===== src/logic/asc_pkg.sv =====
package asc_pkg;
   // special function register addresses
   localparam logic [7:0] ADDR_CLOCK_PRESCALER = 8'h95;
   localparam logic [7:0] ADDR_RESULT = 8'h96;
   localparam logic [7:0] ADDR_CONTROL = 8'h97;
   // reset values
   localparam logic [7:0] RST_PRESCALER = 8'h00;
   localparam logic [7:0] RST_RESULT = 8'h00;
   localparam logic [7:0] RST_CONTROL = 8'h00;
   // control register field positions
   localparam int CTL_ENABLE_BIT = 5;
   localparam int CTL_SEL_HI_BIT = 3;
   localparam int CTL_SEL_LO_BIT = 2;
   localparam int CTL_START_BIT = 1;
   localparam int CTL_DONE_BIT = 0;
   // conversion timing in converter clocks
   localparam int CLOCKS_PER_BIT = 8;
   localparam int RESULT_BITS = 8;
   localparam int CONV_CLOCKS = CLOCKS_PER_BIT * RESULT_BITS;
   // fixed halving of the mcu clock ahead of the prescaler
   localparam int PRE_HALF = 2;
   // conversion states
   typedef enum logic [1:0] {ASC_IDLE, ASC_CONV, ASC_DONE} asc_state_e;
endpackage


===== src/logic/asc_tick_gen.sv =====
`timescale 1ns/1ps
// converter clock tick: one pulse per 2*(divider+1) mcu clocks
module asc_tick_gen
(
   input wire logic clk, // mcu clock
   input wire logic reset, // synchronous, active high
   input wire logic run, // counting allowed
   input wire logic [7:0] divider, // prescaler value
   output logic tick // one-cycle converter clock pulse
);
   logic [8:0] count_q;
   logic [8:0] count_d;
   logic [8:0] limit;
   logic at_limit;

   // terminal count is 2*(n+1)-1, so 9 bits hold the widest case
   assign limit = {divider, 1'b1};
   assign at_limit = (count_q == limit);
   assign count_d = (!run || at_limit) ? 9'h000 : count_q + 9'h001;
   assign tick = run && at_limit;

   // free count restarts on each conversion so ticks align to start
   always_ff @(posedge clk)
   begin
      if (reset)
         count_q <= 9'h000;
      else
         count_q <= count_d;
   end
endmodule


===== src/logic/asc_adc_ctrl.sv =====
`timescale 1ns/1ps
module asc_adc_ctrl
#(
   parameter int BITS = asc_pkg::RESULT_BITS, // result width
   parameter int CLK_PER_BIT = asc_pkg::CLOCKS_PER_BIT // clocks per bit
)
(
   input wire logic clk, // mcu clock, 40 MHz
   input wire logic reset, // synchronous, active high
   input wire logic [7:0] sfr_addr, // special function register address
   input wire logic [7:0] sfr_wdata, // write data
   input wire logic sfr_wr, // write strobe, one cycle
   input wire logic sfr_rd, // read strobe, one cycle
   output logic [7:0] sfr_rdata, // read data, registered
   input wire logic done_interrupt_enable, // from power control reg
   input wire logic external_interrupt_one_pin, // pin level
   output logic external_interrupt_one, // interrupt line to core
   input wire logic comparator_high, // ladder at or below sampled input
   output logic [1:0] analog_mux_select, // sample-and-hold input choice
   output logic converter_power, // analog part powered
   output logic sample_hold, // sample-and-hold in hold
   output logic [BITS-1:0] ladder_code // trial code to the ladder
);
   // the counters below are sized for eight bits of result
   if (BITS != 8 || CLK_PER_BIT < 1 || CLK_PER_BIT > 16)
   begin
      $error("asc_adc_ctrl: unsupported BITS or CLK_PER_BIT");
   end

   asc_pkg::asc_state_e state_q, state_d;
   logic [7:0] converter_clock_divider_q;
   logic [7:0] conversion_result_q;
   logic converter_enable_q;
   logic [1:0] channel_q;
   logic conversion_start_q;
   logic conversion_done_q;
   logic [BITS-1:0] trial_q;
   logic [BITS-1:0] bit_mask_q;
   logic [3:0] sub_q;
   logic tick;
   logic [7:0] rdata_q;

   // address decode
   logic wr_pre, wr_ctl, start_req, go, bit_end, last_bit;
   logic wr_off, tick_run;
   assign wr_pre = sfr_wr && (sfr_addr == asc_pkg::ADDR_CLOCK_PRESCALER);
   assign wr_ctl = sfr_wr && (sfr_addr == asc_pkg::ADDR_CONTROL);
   assign start_req = wr_ctl && sfr_wdata[asc_pkg::CTL_START_BIT];
   assign go = start_req && sfr_wdata[asc_pkg::CTL_ENABLE_BIT];
   // a control write that clears enable shuts the converter off at once
   assign wr_off = wr_ctl && !sfr_wdata[asc_pkg::CTL_ENABLE_BIT];
   // a restart realigns the tick phase, so no short first bit
   assign tick_run = (state_q == asc_pkg::ASC_CONV) && !go;
   assign bit_end = tick && (sub_q == 4'(CLK_PER_BIT - 1));
   assign last_bit = bit_mask_q[0];

   asc_tick_gen u_tick
   (
      .clk(clk),
      .reset(reset),
      .run(tick_run),
      .divider(converter_clock_divider_q),
      .tick(tick)
   );

   // state sequencing
   always_comb
   begin
      state_d = state_q;
      case (state_q)
         asc_pkg::ASC_IDLE:
         begin
            if (go)
               state_d = asc_pkg::ASC_CONV;
         end
         asc_pkg::ASC_CONV:
         begin
            // a converter switched off mid-way abandons the conversion
            if (!converter_enable_q || wr_off)
               state_d = asc_pkg::ASC_IDLE;
            else if (bit_end && last_bit)
               state_d = asc_pkg::ASC_DONE;
         end
         asc_pkg::ASC_DONE:
         begin
            state_d = go ? asc_pkg::ASC_CONV : asc_pkg::ASC_IDLE;
         end
         default:
            state_d = asc_pkg::ASC_IDLE;
      endcase
   end

   always_ff @(posedge clk)
   begin
      if (reset)
         state_q <= asc_pkg::ASC_IDLE;
      else
         state_q <= state_d;
   end

   // prescaler and control fields
   always_ff @(posedge clk)
   begin
      if (reset)
      begin
         converter_clock_divider_q <= asc_pkg::RST_PRESCALER;
         converter_enable_q <= asc_pkg::RST_CONTROL[asc_pkg::CTL_ENABLE_BIT];
         channel_q <= asc_pkg::RST_CONTROL[3:2];
      end
      else
      begin
         if (wr_pre)
            converter_clock_divider_q <= sfr_wdata;
         if (wr_ctl)
            converter_enable_q <= sfr_wdata[asc_pkg::CTL_ENABLE_BIT];
         if (wr_ctl)
            channel_q <= {sfr_wdata[asc_pkg::CTL_SEL_HI_BIT],
                          sfr_wdata[asc_pkg::CTL_SEL_LO_BIT]};
      end
   end

   // start bit self-clears after one cycle
   always_ff @(posedge clk)
   begin
      if (reset)
         conversion_start_q <= asc_pkg::RST_CONTROL[asc_pkg::CTL_START_BIT];
      else
         conversion_start_q <= go;
   end

   // done flag: software cannot write it, only a start clears it
   always_ff @(posedge clk)
   begin
      if (reset)
         conversion_done_q <= asc_pkg::RST_CONTROL[asc_pkg::CTL_DONE_BIT];
      else if (go || state_q == asc_pkg::ASC_CONV)
         conversion_done_q <= 1'b0;
      else if (state_q == asc_pkg::ASC_DONE)
         conversion_done_q <= 1'b1;
   end

   always_ff @(posedge clk)
   begin
      if (reset)
      begin
         trial_q <= '0;
         bit_mask_q <= '0;
         sub_q <= 4'h0;
      end
      else if (go)
      begin
         trial_q <= {1'b1, {(BITS-1){1'b0}}};
         bit_mask_q <= {1'b1, {(BITS-1){1'b0}}};
         sub_q <= 4'h0;
      end
      else if (tick)
      begin
         sub_q <= bit_end ? 4'h0 : sub_q + 4'h1;
         if (bit_end)
         begin
            // keep or drop the bit under test, then try the next one
            trial_q <= (trial_q & ~(bit_mask_q & {BITS{!comparator_high}}))
                       | (bit_mask_q >> 1);
            bit_mask_q <= bit_mask_q >> 1;
         end
      end
   end

   // unsigned code loaded only at the end
   always_ff @(posedge clk)
   begin
      if (reset)
         conversion_result_q <= asc_pkg::RST_RESULT;
      else if (state_q == asc_pkg::ASC_DONE)
         conversion_result_q <= trial_q;
   end

   // register read-back; reserved bits read zero
   logic [7:0] ctl_view, rd_mux;
   assign ctl_view = {2'b00, converter_enable_q, 1'b0, channel_q,
                      conversion_start_q, conversion_done_q};
   assign rd_mux = (sfr_addr == asc_pkg::ADDR_CLOCK_PRESCALER)
                   ? converter_clock_divider_q
                 : (sfr_addr == asc_pkg::ADDR_RESULT) ? conversion_result_q
                 : (sfr_addr == asc_pkg::ADDR_CONTROL) ? ctl_view : 8'h00;

   always_ff @(posedge clk)
   begin
      if (reset)
         rdata_q <= 8'h00;
      else if (sfr_rd)
         rdata_q <= rd_mux;
   end

   // done bit low while busy holds the line high; setting it at completion gives a falling edge
   // interrupt source swaps from pin to converter
   assign external_interrupt_one = done_interrupt_enable
                                   ? !conversion_done_q
                                   : external_interrupt_one_pin;

   assign sfr_rdata = rdata_q;
   assign analog_mux_select = channel_q;
   assign converter_power = converter_enable_q;
   assign sample_hold = (state_q == asc_pkg::ASC_CONV);
   assign ladder_code = trial_q;
endmodule


===== config.mk =====
export PLATFORM = sky130hd
export DESIGN_NAME = asc_adc_ctrl
export DESIGN_NICKNAME = d
export VERILOG_FILES = /design/src/logic/asc_pkg.sv /design/src/logic/asc_tick_gen.sv /design/src/logic/asc_adc_ctrl.sv
export SDC_FILE = /design/constraint.sdc
export NUM_CORES = 1
export LEC_CHECK = 0
export BUFFER_PORTS_ARGS = -buffer_cell sky130_fd_sc_hd__clkbuf_2
export CAP_MARGIN = 10
export CORE_MARGIN = 2
export CORE_UTILIZATION = 40
export CTS_CLUSTER_DIAMETER = 100
export DETAILED_ROUTE_END_ITERATION = 10
export GPL_TIMING_DRIVEN = 1
export SLEW_MARGIN = 20
export SYNTH_ARGS = -nofsm -noshare
export SYNTH_HDL_FRONTEND = slang
export SYNTH_SLANG_ARGS = --single-unit

===== constraint.sdc =====
create_clock -name clk -period 1.75 [get_ports clk]
set_input_delay 0.35 -clock clk [delete_from_list [all_inputs] [get_ports clk]]
set_output_delay 0.35 -clock clk [all_outputs]
set_load 0.1 [all_outputs]

==> results of run 1 <==
==> critical path: stages (launching register included) <==
cell and delay [ns]:
dfxtp_2 0.34, xnor2_2 0.17, nand4_2 0.16, buf_6 0.15, or4_4 0.58, buf_6 0.17
nand2_2 0.07, a21oi_2 0.04
==> state kept, by name, indices dropped and copies added (netlist names) <==
register                   cells
converter_power                1
sub_q                          4
state_q                        2
conversion_result_q            8
converter_clock_divider_q      8
conversion_done_q              1
sfr_rdata                      8
conversion_start_q             1
analog_mux_select              2
ladder_code                    8
u_tick.count_q                 9
bit_mask_q                     8
==> routing by layer <==
metal	global-route usage (%)	wire length [um]
met2	32.78	3261
met5	0	0
met3	3.933	213
met1	25.49	3249
met4	10.68	175
==> cells in the mapped netlist (6+ instances only) <==
master,count
inv_1,6
xnor2_1,10
nand3_1,19
dfxtp_1,60
nand2_1,40
nor2_1,36
o41ai_1,6
mux2i_1,14
a21oi_1,25
==> final timing paths <==
check,slack [ns],to,cells after the start
hold reg to reg,0.46,conversion_result_q[5],2
hold / removal,0.24,converter_clock_divider_q[7],3
setup / recovery,-0.02,bit_mask_q[4],7
setup reg to reg,-0.02,bit_mask_q[4],7
==> logic make-up after synthesis <==
family,synth area share (%)
xor+xnor,6.247
simple gates,22.54
compound gates,12.88
fa+ha+maj,0.9609
buf+inv,3.700
mux,7.544
flops,46.13
==> per-stage QoR <==
step                      instance area [sq um]  setup TNS, ns  cells  setup slack (ns)
after global placement                     3283        -0.9786    445          -0.07628
after CTS                                  3560       -0.02075    461         -0.005994
after floorplan                            2636       -0.06553    290          -0.03538
final                                      3736       -0.06327    463          -0.01741
after global routing                       3736        -0.7527    463          -0.08447
after detailed placement                   3283         -1.450    445           -0.1353
==> cell type report <==
cell class | count | share of cell area, %
clock inverter | 2 | 0.9377
timing repair buffer | 96 | 18.15
tap | 77 | 2.579
clock buffer | 12 | 4.153
sequential | 60 | 32.65
multi-input combinational | 210 | 40.92
inverter | 6 | 0.6028
==> timing repair <==
action                     CTS  global route
pin swaps                    2            31
setup endpoints to repair   17            20
gates resized for setup     14            43
buffers inserted             2             2
==> power groups by stage <==
stage	logic, mW	clock network (mW)	registers (mW)
finish	0.117	1.25	1.37
global route	0.126	1.31	1.36
detailed placement	0.115	0	1.40
CTS	0.116	1.25	1.37
global placement	0.116	0	1.40
floorplan	0.0511	0	1.40
==> flow_summary.ini, run 1 <==
[setup_path]
arrival_ns = 2.01
crit_required_ns = 1.99
critPathLaunch = u_tick.count_q[5]
crit_fanout = 5
criticalPathCategory = reg -> reg
crit_path_end_kind = flip-flop
r2r-start = u_tick.count_q[5]
start_kind = flip-flop

[yosys]
syn_avg_cell_area_sq_um = 8.978
synth.distinct_cells = 41
async_flop_share_pct = 0
yosys_warnings = 0
synth-seq-area-share_pct = 46.13
yosys.area.top_type = dfxtp_1
ys.flop_type = dfxtp_1
synth_cells = 290
synth.top_cell.area_share_pct = 46.13
syn_area_sq_mm = 0.002604
synth_edf_count = 0
syn-num-nets = 315
synthTopCellsByArea = dfxtp_1 46%, nand2_1 5.8%, mux2i_1 5.4%
synth_seq_cells = 60

[clocking]
path_clk_slew_ns = 0.07
cts_made_buffers = 9
clock_path_buffers = 2
htree_num_levels = 3
postCtsHoldBufs = 0
clock_sink_count = 60
clk_latency_ns = 0.35
root_buffer = clkbuf_8
tritoncts = built

[routing]
drtIter0Drc = 59
drc = 0
wl_per_cell_um = 14.90
drt_wl_total_um = 6900
drtAntennaViolNets = 0
dr.pass1.iters = 4
avgViaCountPerCell = 5.205
vias = 2410

[global_route]
grt_pass1_wl_um = 11270
overflow = 0
grt_max_degree = 20
antenna_found_initial = 0
grt_use_total_pct = 20.25
grt_pass1_vias = 2379

[sta]
worst_pin_slew_ns = 0.5455
max_freq_ghz = 0.5658
hold_viol_final = 0
skew_ns = 0.006533
period_needed_ns = 1.767
holdWs_ns = 0.2407
period_share_pct = 101.0
maxSlewHeadroom_pct = 63.79
maxSlewViolCount = 0
postLayoutSetupSlackWorst_ns = -0.01741
rsz0062_at_grt = true
setup_viol = 8

[cells_and_area]
multiInputGateArea_sq_mm = 0.001529
final_common_cell = buf_4
fin_util_pct = 59.18
seq_area_sq_mm = 0.001220
syn2layout_area_growth_pct = 43.49
layout_common_cells = 47 x buf_4, 45 x dfxtp_1, 41 x clkbuf_2
nets = 408
drive_above_1_share_pct = 44.30
insertedDiodeCount = 0
fillerInstances = 586

[pwr]
power.switching_uw = 597.7
p_comb_share_pct = 4.3
leakagePower_nw = 1.450
internal_power_mw = 2.132
p_per_area_mw_per_mm2 = 730.6
finalPower_mw = 2.730
ir_drop_v = 0.0004280
p_seq_share_pct = 50.0
pwr-share-clk_pct = 45.7
power.share.switching_pct = 21.90

[floorplan]
die_y_um = 84.68
start_util_pct = 41.24
core_area_sq_mm = 0.006314
num_rows = 29
pin_count = 44
die_area_sq_mm = 0.007171
fp.dieW_um = 84.68

[hold_path]
min_from = sfr_wdata[7]
hp-class = in -> reg

[outcome]
status = finished with violations
failed_checks = negative setup slack

[placement]
routabilityCongestion = 0.8526
dp_hpwl_um = 4988
portBuffers = 43

[run]
drv_cap = 0
Power figures use the tool's default switching activity.
==> run 2, diff against run 1 <==
- GPL_TIMING_DRIVEN: 1 -> 0
- SLEW_MARGIN: 20 -> 0
==> flow_summary.ini, run 2 (same netlist as run 1, synthesis figures left out) <==
[floorplan]
die_area_sq_mm = 0.007171
fp.dieW_um = 84.68
die_y_um = 84.68
core_area_sq_mm = 0.006314
num_rows = 29
pin_count = 44
start_util_pct = 41.24

[placement]
portBuffers = 41
dp_hpwl_um = 4489
dpl.cell_count = 408
routabilityCongestion = 0.7836

[global_route]
grt_pass1_vias = 2055
overflow = 0
grt_max_degree = 11
grt_pass1_wl_um = 10320
grt_use_total_pct = 18.98
antenna_found_initial = 0

[setup_path]
criticalPathCategory = reg -> reg
worst_path_max_delay_cell = or4_4
reg2reg_to = bit_mask_q[7]
reg2reg_slack_ns = -0.08
start_kind = flip-flop
crit_required_ns = 1.98
cp_cell_sequence = ha_4 > nor2b_4 > nand4_1 > or4_4 > a31o_2
r2r-start = sub_q[0]
ff2ff_path_depth = 5
arrival_ns = 2.07
critPathMaxStageDelay_ns = 0.64
crit_path_end_kind = flip-flop
crit_fanout = 5

[routing]
highest_layer = met4
drtAntennaViolNets = 0
avgViaCountPerCell = 5.238
wl_per_cell_um = 15.29
dr.pass1.iters = 4
drt_wl_total_um = 6604
drtIter0Drc = 121
wl_met2_um = 3171
met3_length_um = 276
drc = 0
vias = 2263
drt-met1-wl_um = 3046

[sta]
postLayoutSetupSlackWorst_ns = -0.08321
max_freq_ghz = 0.5455
holdWs_ns = 0.2430
skew_ns = 0.008780
maxSlewViolCount = 0
worst_pin_slew_ns = 0.5421
period_share_pct = 104.8
period_needed_ns = 1.833
setup_viol = 12
maxSlewHeadroom_pct = 64.01
hold_viol_final = 0
rsz0062_at_grt = true

[hold_path]
hp-class = in -> reg
min_from = sfr_wdata[0]
hold_depth = 3
hold-path-endpoint = converter_clock_divider_q[0]

[cells_and_area]
layout_common_cells = 45 x dfxtp_1, 42 x clkbuf_2, 37 x nand2_1
nets = 377
final_common_cell = dfxtp_1
largest_reg_flops = 9
largest-register = u_tick.count_q
final-instance-count-excl-fill = 432
syn2layout_area_growth_pct = 31.04
insertedDiodeCount = 0
drive_above_1_share_pct = 35.49
fin_util_pct = 54.04

[clocking]
cts_made_buffers = 9
root_buffer = clkbuf_8
path_clk_slew_ns = 0.07
clock_sink_count = 60
postCtsHoldBufs = 0
clk_latency_ns = 0.35
htree_num_levels = 3
clock_path_buffers = 2
tritoncts = built

[outcome]
status = finished with violations
failed_checks = negative setup slack

[run]
drv_cap = 0

[pwr]
leakagePower_nw = 1.256
finalPower_mw = 2.707
ir_drop_v = 0.0005328
p_per_area_mw_per_mm2 = 793.3
-- run 2: cell types whose count changed in the layout (fill, tap and decap cells not counted), moves of 3 or more --
cell      before  now
nor2_1        36   33
buf_2          0    3
dfxtp_4        0    4
buf_4         47   10
clkbuf_1       1    4
a21oi_2        8    1
nand2_1       33   37
xnor2_2        7    4
nand2_4        4    0
a21oi_1       18   25
dfxtp_2       15   11
-- run 2: critical path: cells and delay by family (launching register included) --
family	cells	cell delay [ns]
compound gates	1	0.27
flops	1	0.37
simple gates	3	0.94
fa+ha+maj	1	0.15
-- run 2: worst max-delay path by stage --
| stage | from | endpoint | slack, ns | depth (start not counted) |
|---|---|---|---|---|
| floorplan | u_tick.count_q[2] | sub_q[3] | -0.04 | 7 |
| global placement | sfr_addr[6] | ladder_code[5] | -0.65 | 7 |
| detailed placement | sfr_addr[6] | sub_q[1] | -0.63 | 7 |
| CTS | u_tick.count_q[2] | sub_q[3] | -0.09 | 6 |
| global route | converter_clock_divider_q[4] | sub_q[3] | -0.15 | 6 |
| finish | sub_q[0] | bit_mask_q[7] | -0.08 | 5 |
-- run 2: layer usage --
layer / up-vias / global-route usage [%]
li1: 1147 / -
met1: 1064 / 24.42
met2: 41 / 29.85
met3: 11 / 6.195
met4: 0 / 6.926
met5: - / 0
-- run 2: repair_timing --
action,in CTS,in global routing
buffers inserted,5,5
pin swaps,8,10
gates resized for setup,33,21
endpoints found under the setup margin,30,34
hold endpoints to repair,0,0
gates cloned,1,1
-- run 2: through the flow --
stage / setup WS [ns] / cell area (sq um) / TNS (ns)
CTS: -0.08959 / 3276 / -0.3562
finish: -0.08321 / 3412 / -0.4530
detailed placement: -0.6319 / 2938 / -12.79
global placement: -0.6483 / 2938 / -12.67
global route: -0.1520 / 3412 / -1.683
floorplan: -0.03538 / 2636 / -0.06553
-- run 2: final cells by class --
cell class	count	area [sq um]
Fill cell	596	2902
Multi-Input combinational cell	211	1496
Sequential cell	60	1230
Timing Repair Buffer	52	314.1
Clock buffer	12	155.1
Tap cell	77	96.34
Buffer	12	62.56
Clock inverter	2	35.03
Inverter	6	22.52
-- run 2: power by group --
part,leakage [nW],total (mW),switching [mW],internal (mW)
combinational,0.666,0.101,0.0682,0.0333
sequential,0.492,1.36,0.000462,1.36
clock,0.0983,1.25,0.528,0.718
total,1.26,2.71,0.596,2.11
==> run 3, diff against run 2 <==
- clock period: 1.75 -> 2 ns (I/O delays scaled with it)
==> flow_summary.ini, run 3 (same netlist as run 1, synthesis figures left out) <==
[cells_and_area]
final_common_cell = dfxtp_1
fin_util_pct = 51.01
insertedDiodeCount = 0
final-instance-count-excl-fill = 429
largest-register = u_tick.count_q
layout_common_cells = 55 x dfxtp_1, 42 x clkbuf_2, 40 x nand2_1
multiInputGateArea_sq_mm = 0.001325
largest_reg_flops = 9
design_area_sq_mm = 0.003221
nets = 372
syn2layout_area_growth_pct = 23.69
fillerInstances = 610
seq_area_sq_mm = 0.001207
drive_above_1_share_pct = 26.42

[run]
drv_cap = 0

[routing]
drc = 0
avgViaCountPerCell = 5.203
wl_per_cell_um = 14.69
dr.pass1.iters = 4
drtAntennaViolNets = 0
vias = 2232
drtIter0Drc = 122
drt_wl_total_um = 6304

[pwr]
p_seq_share_pct = 45.1
power.share.switching_pct = 20.12
p_per_area_mw_per_mm2 = 822.7
ir_drop_v = 0.0005031
internal_power_mw = 2.116
leakagePower_nw = 1.231
pwr-share-clk_pct = 51.8
p_comb_share_pct = 3.1
power.switching_uw = 533.0
finalPower_mw = 2.649

[global_route]
use_met2_pct = 29.92
overflow = 0
grtUsageMet1_pct = 23.18
grt_use_total_pct = 18.12
grt_pass1_vias = 2040
grt_pass1_wl_um = 10070
grt_max_degree = 11
busiest_layer = met2
met3_usage_pct = 3.638
antenna_found_initial = 0

[sta]
skew_ns = 0.007161
hold_viol_final = 0
fin_setup_tns_ns = 0
setup_viol = 0
period_share_pct = 94.16
rsz0062_at_grt = false
maxSlewViolCount = 0
holdWs_ns = 0.2965
maxSlewHeadroom_pct = 59.92
postLayoutSetupSlackWorst_ns = 0.1168
period_needed_ns = 1.883
worst_pin_slew_ns = 0.5990
max_freq_ghz = 0.5310

[hold_path]
hp-class = in -> reg

[placement]
dp_slack_ns = -0.3881
portBuffers = 41
dp_hpwl_um = 4503
routabilityCongestion = 0.8257
dpl.cell_count = 408
place_area_sq_mm = 0.002910

[setup_path]
worst_path_max_delay_cell = buf_2
criticalPathCategory = reg -> out
critPathBufInv = 2
start_kind = flip-flop
crit_path_end_kind = output port
cpLargestDelayFamily = buffers and inverters
cp_cell_sequence = nor2b_1 > clkbuf_2 > buf_2
crit_fanout = 5
critPathMaxStageDelay_ns = 0.45
arrival_ns = 1.48
crit_required_ns = 1.60

[floorplan]
num_rows = 29
fp.dieW_um = 84.68
die_y_um = 84.68
die_area_sq_mm = 0.007171
pin_count = 44
start_util_pct = 41.24
core_area_sq_mm = 0.006314

[clocking]
clk_latency_ns = 0.34
tritoncts = built
root_buffer = clkbuf_8
path_clk_slew_ns = 0.07
cts_made_buffers = 9
htree_num_levels = 3
clock_sink_count = 60
clock_path_buffers = 2

[outcome]
status = finished, final reports clean
[run 3: path summary, 6_finish.rpt]
path,cells after the start,slack [ns],end,start
max reg2reg,6,0.12,sub_q[3],converter_clock_divider_q[7]
max,3,0.12,sample_hold,state_q[0]
min,2,0.30,conversion_start_q,reset
min reg2reg,2,0.45,sfr_rdata[7],sfr_rdata[7]
[run 3: repair_timing]
action                                  in CTS  in global routing
hold buffers                                 0                  0
resized for setup                            3                  8
endpoints found under the setup margin      18                 13
buffers inserted                             0                  5
pin swaps                                    0                  3
[run 3: final cells by class]
| type | count | area share, % |
|---|---|---|
| Multi-Input combinational cell | 210 | 41.14 |
| Sequential cell | 60 | 37.49 |
| Timing Repair Buffer | 46 | 7.537 |
| Clock buffer | 12 | 4.817 |
| Tap cell | 77 | 2.991 |
| Clock inverter | 4 | 2.953 |
| Buffer | 14 | 2.370 |
| Inverter | 6 | 0.6993 |
[run 3: power groups by stage]
stage	registers, mW	logic, mW	clock network, mW
3_3_place_gp	1.22	0.0810	0
2_1_floorplan	1.22	0.0432	0
3_5_place_dp	1.22	0.0817	0
5_1_grt	1.19	0.0899	1.45
6_report	1.20	0.0823	1.37
4_1_cts	1.19	0.0822	1.39
[run 3: worst reg2reg max path, cell delays in order (launching register included)]
cell	delay, ns
dfxtp_2	0.35
xnor2_1	0.20
nand3_2	0.13
or3_1	0.38
buf_6	0.15
or4_4	0.48
a21oi_2	0.12
[run 3: metal layers]
metal	routed length, um	vias up
li1	-	1134
met1	2847	1020
met2	3043	69
met3	328	9
met4	85	0
met5	0	-
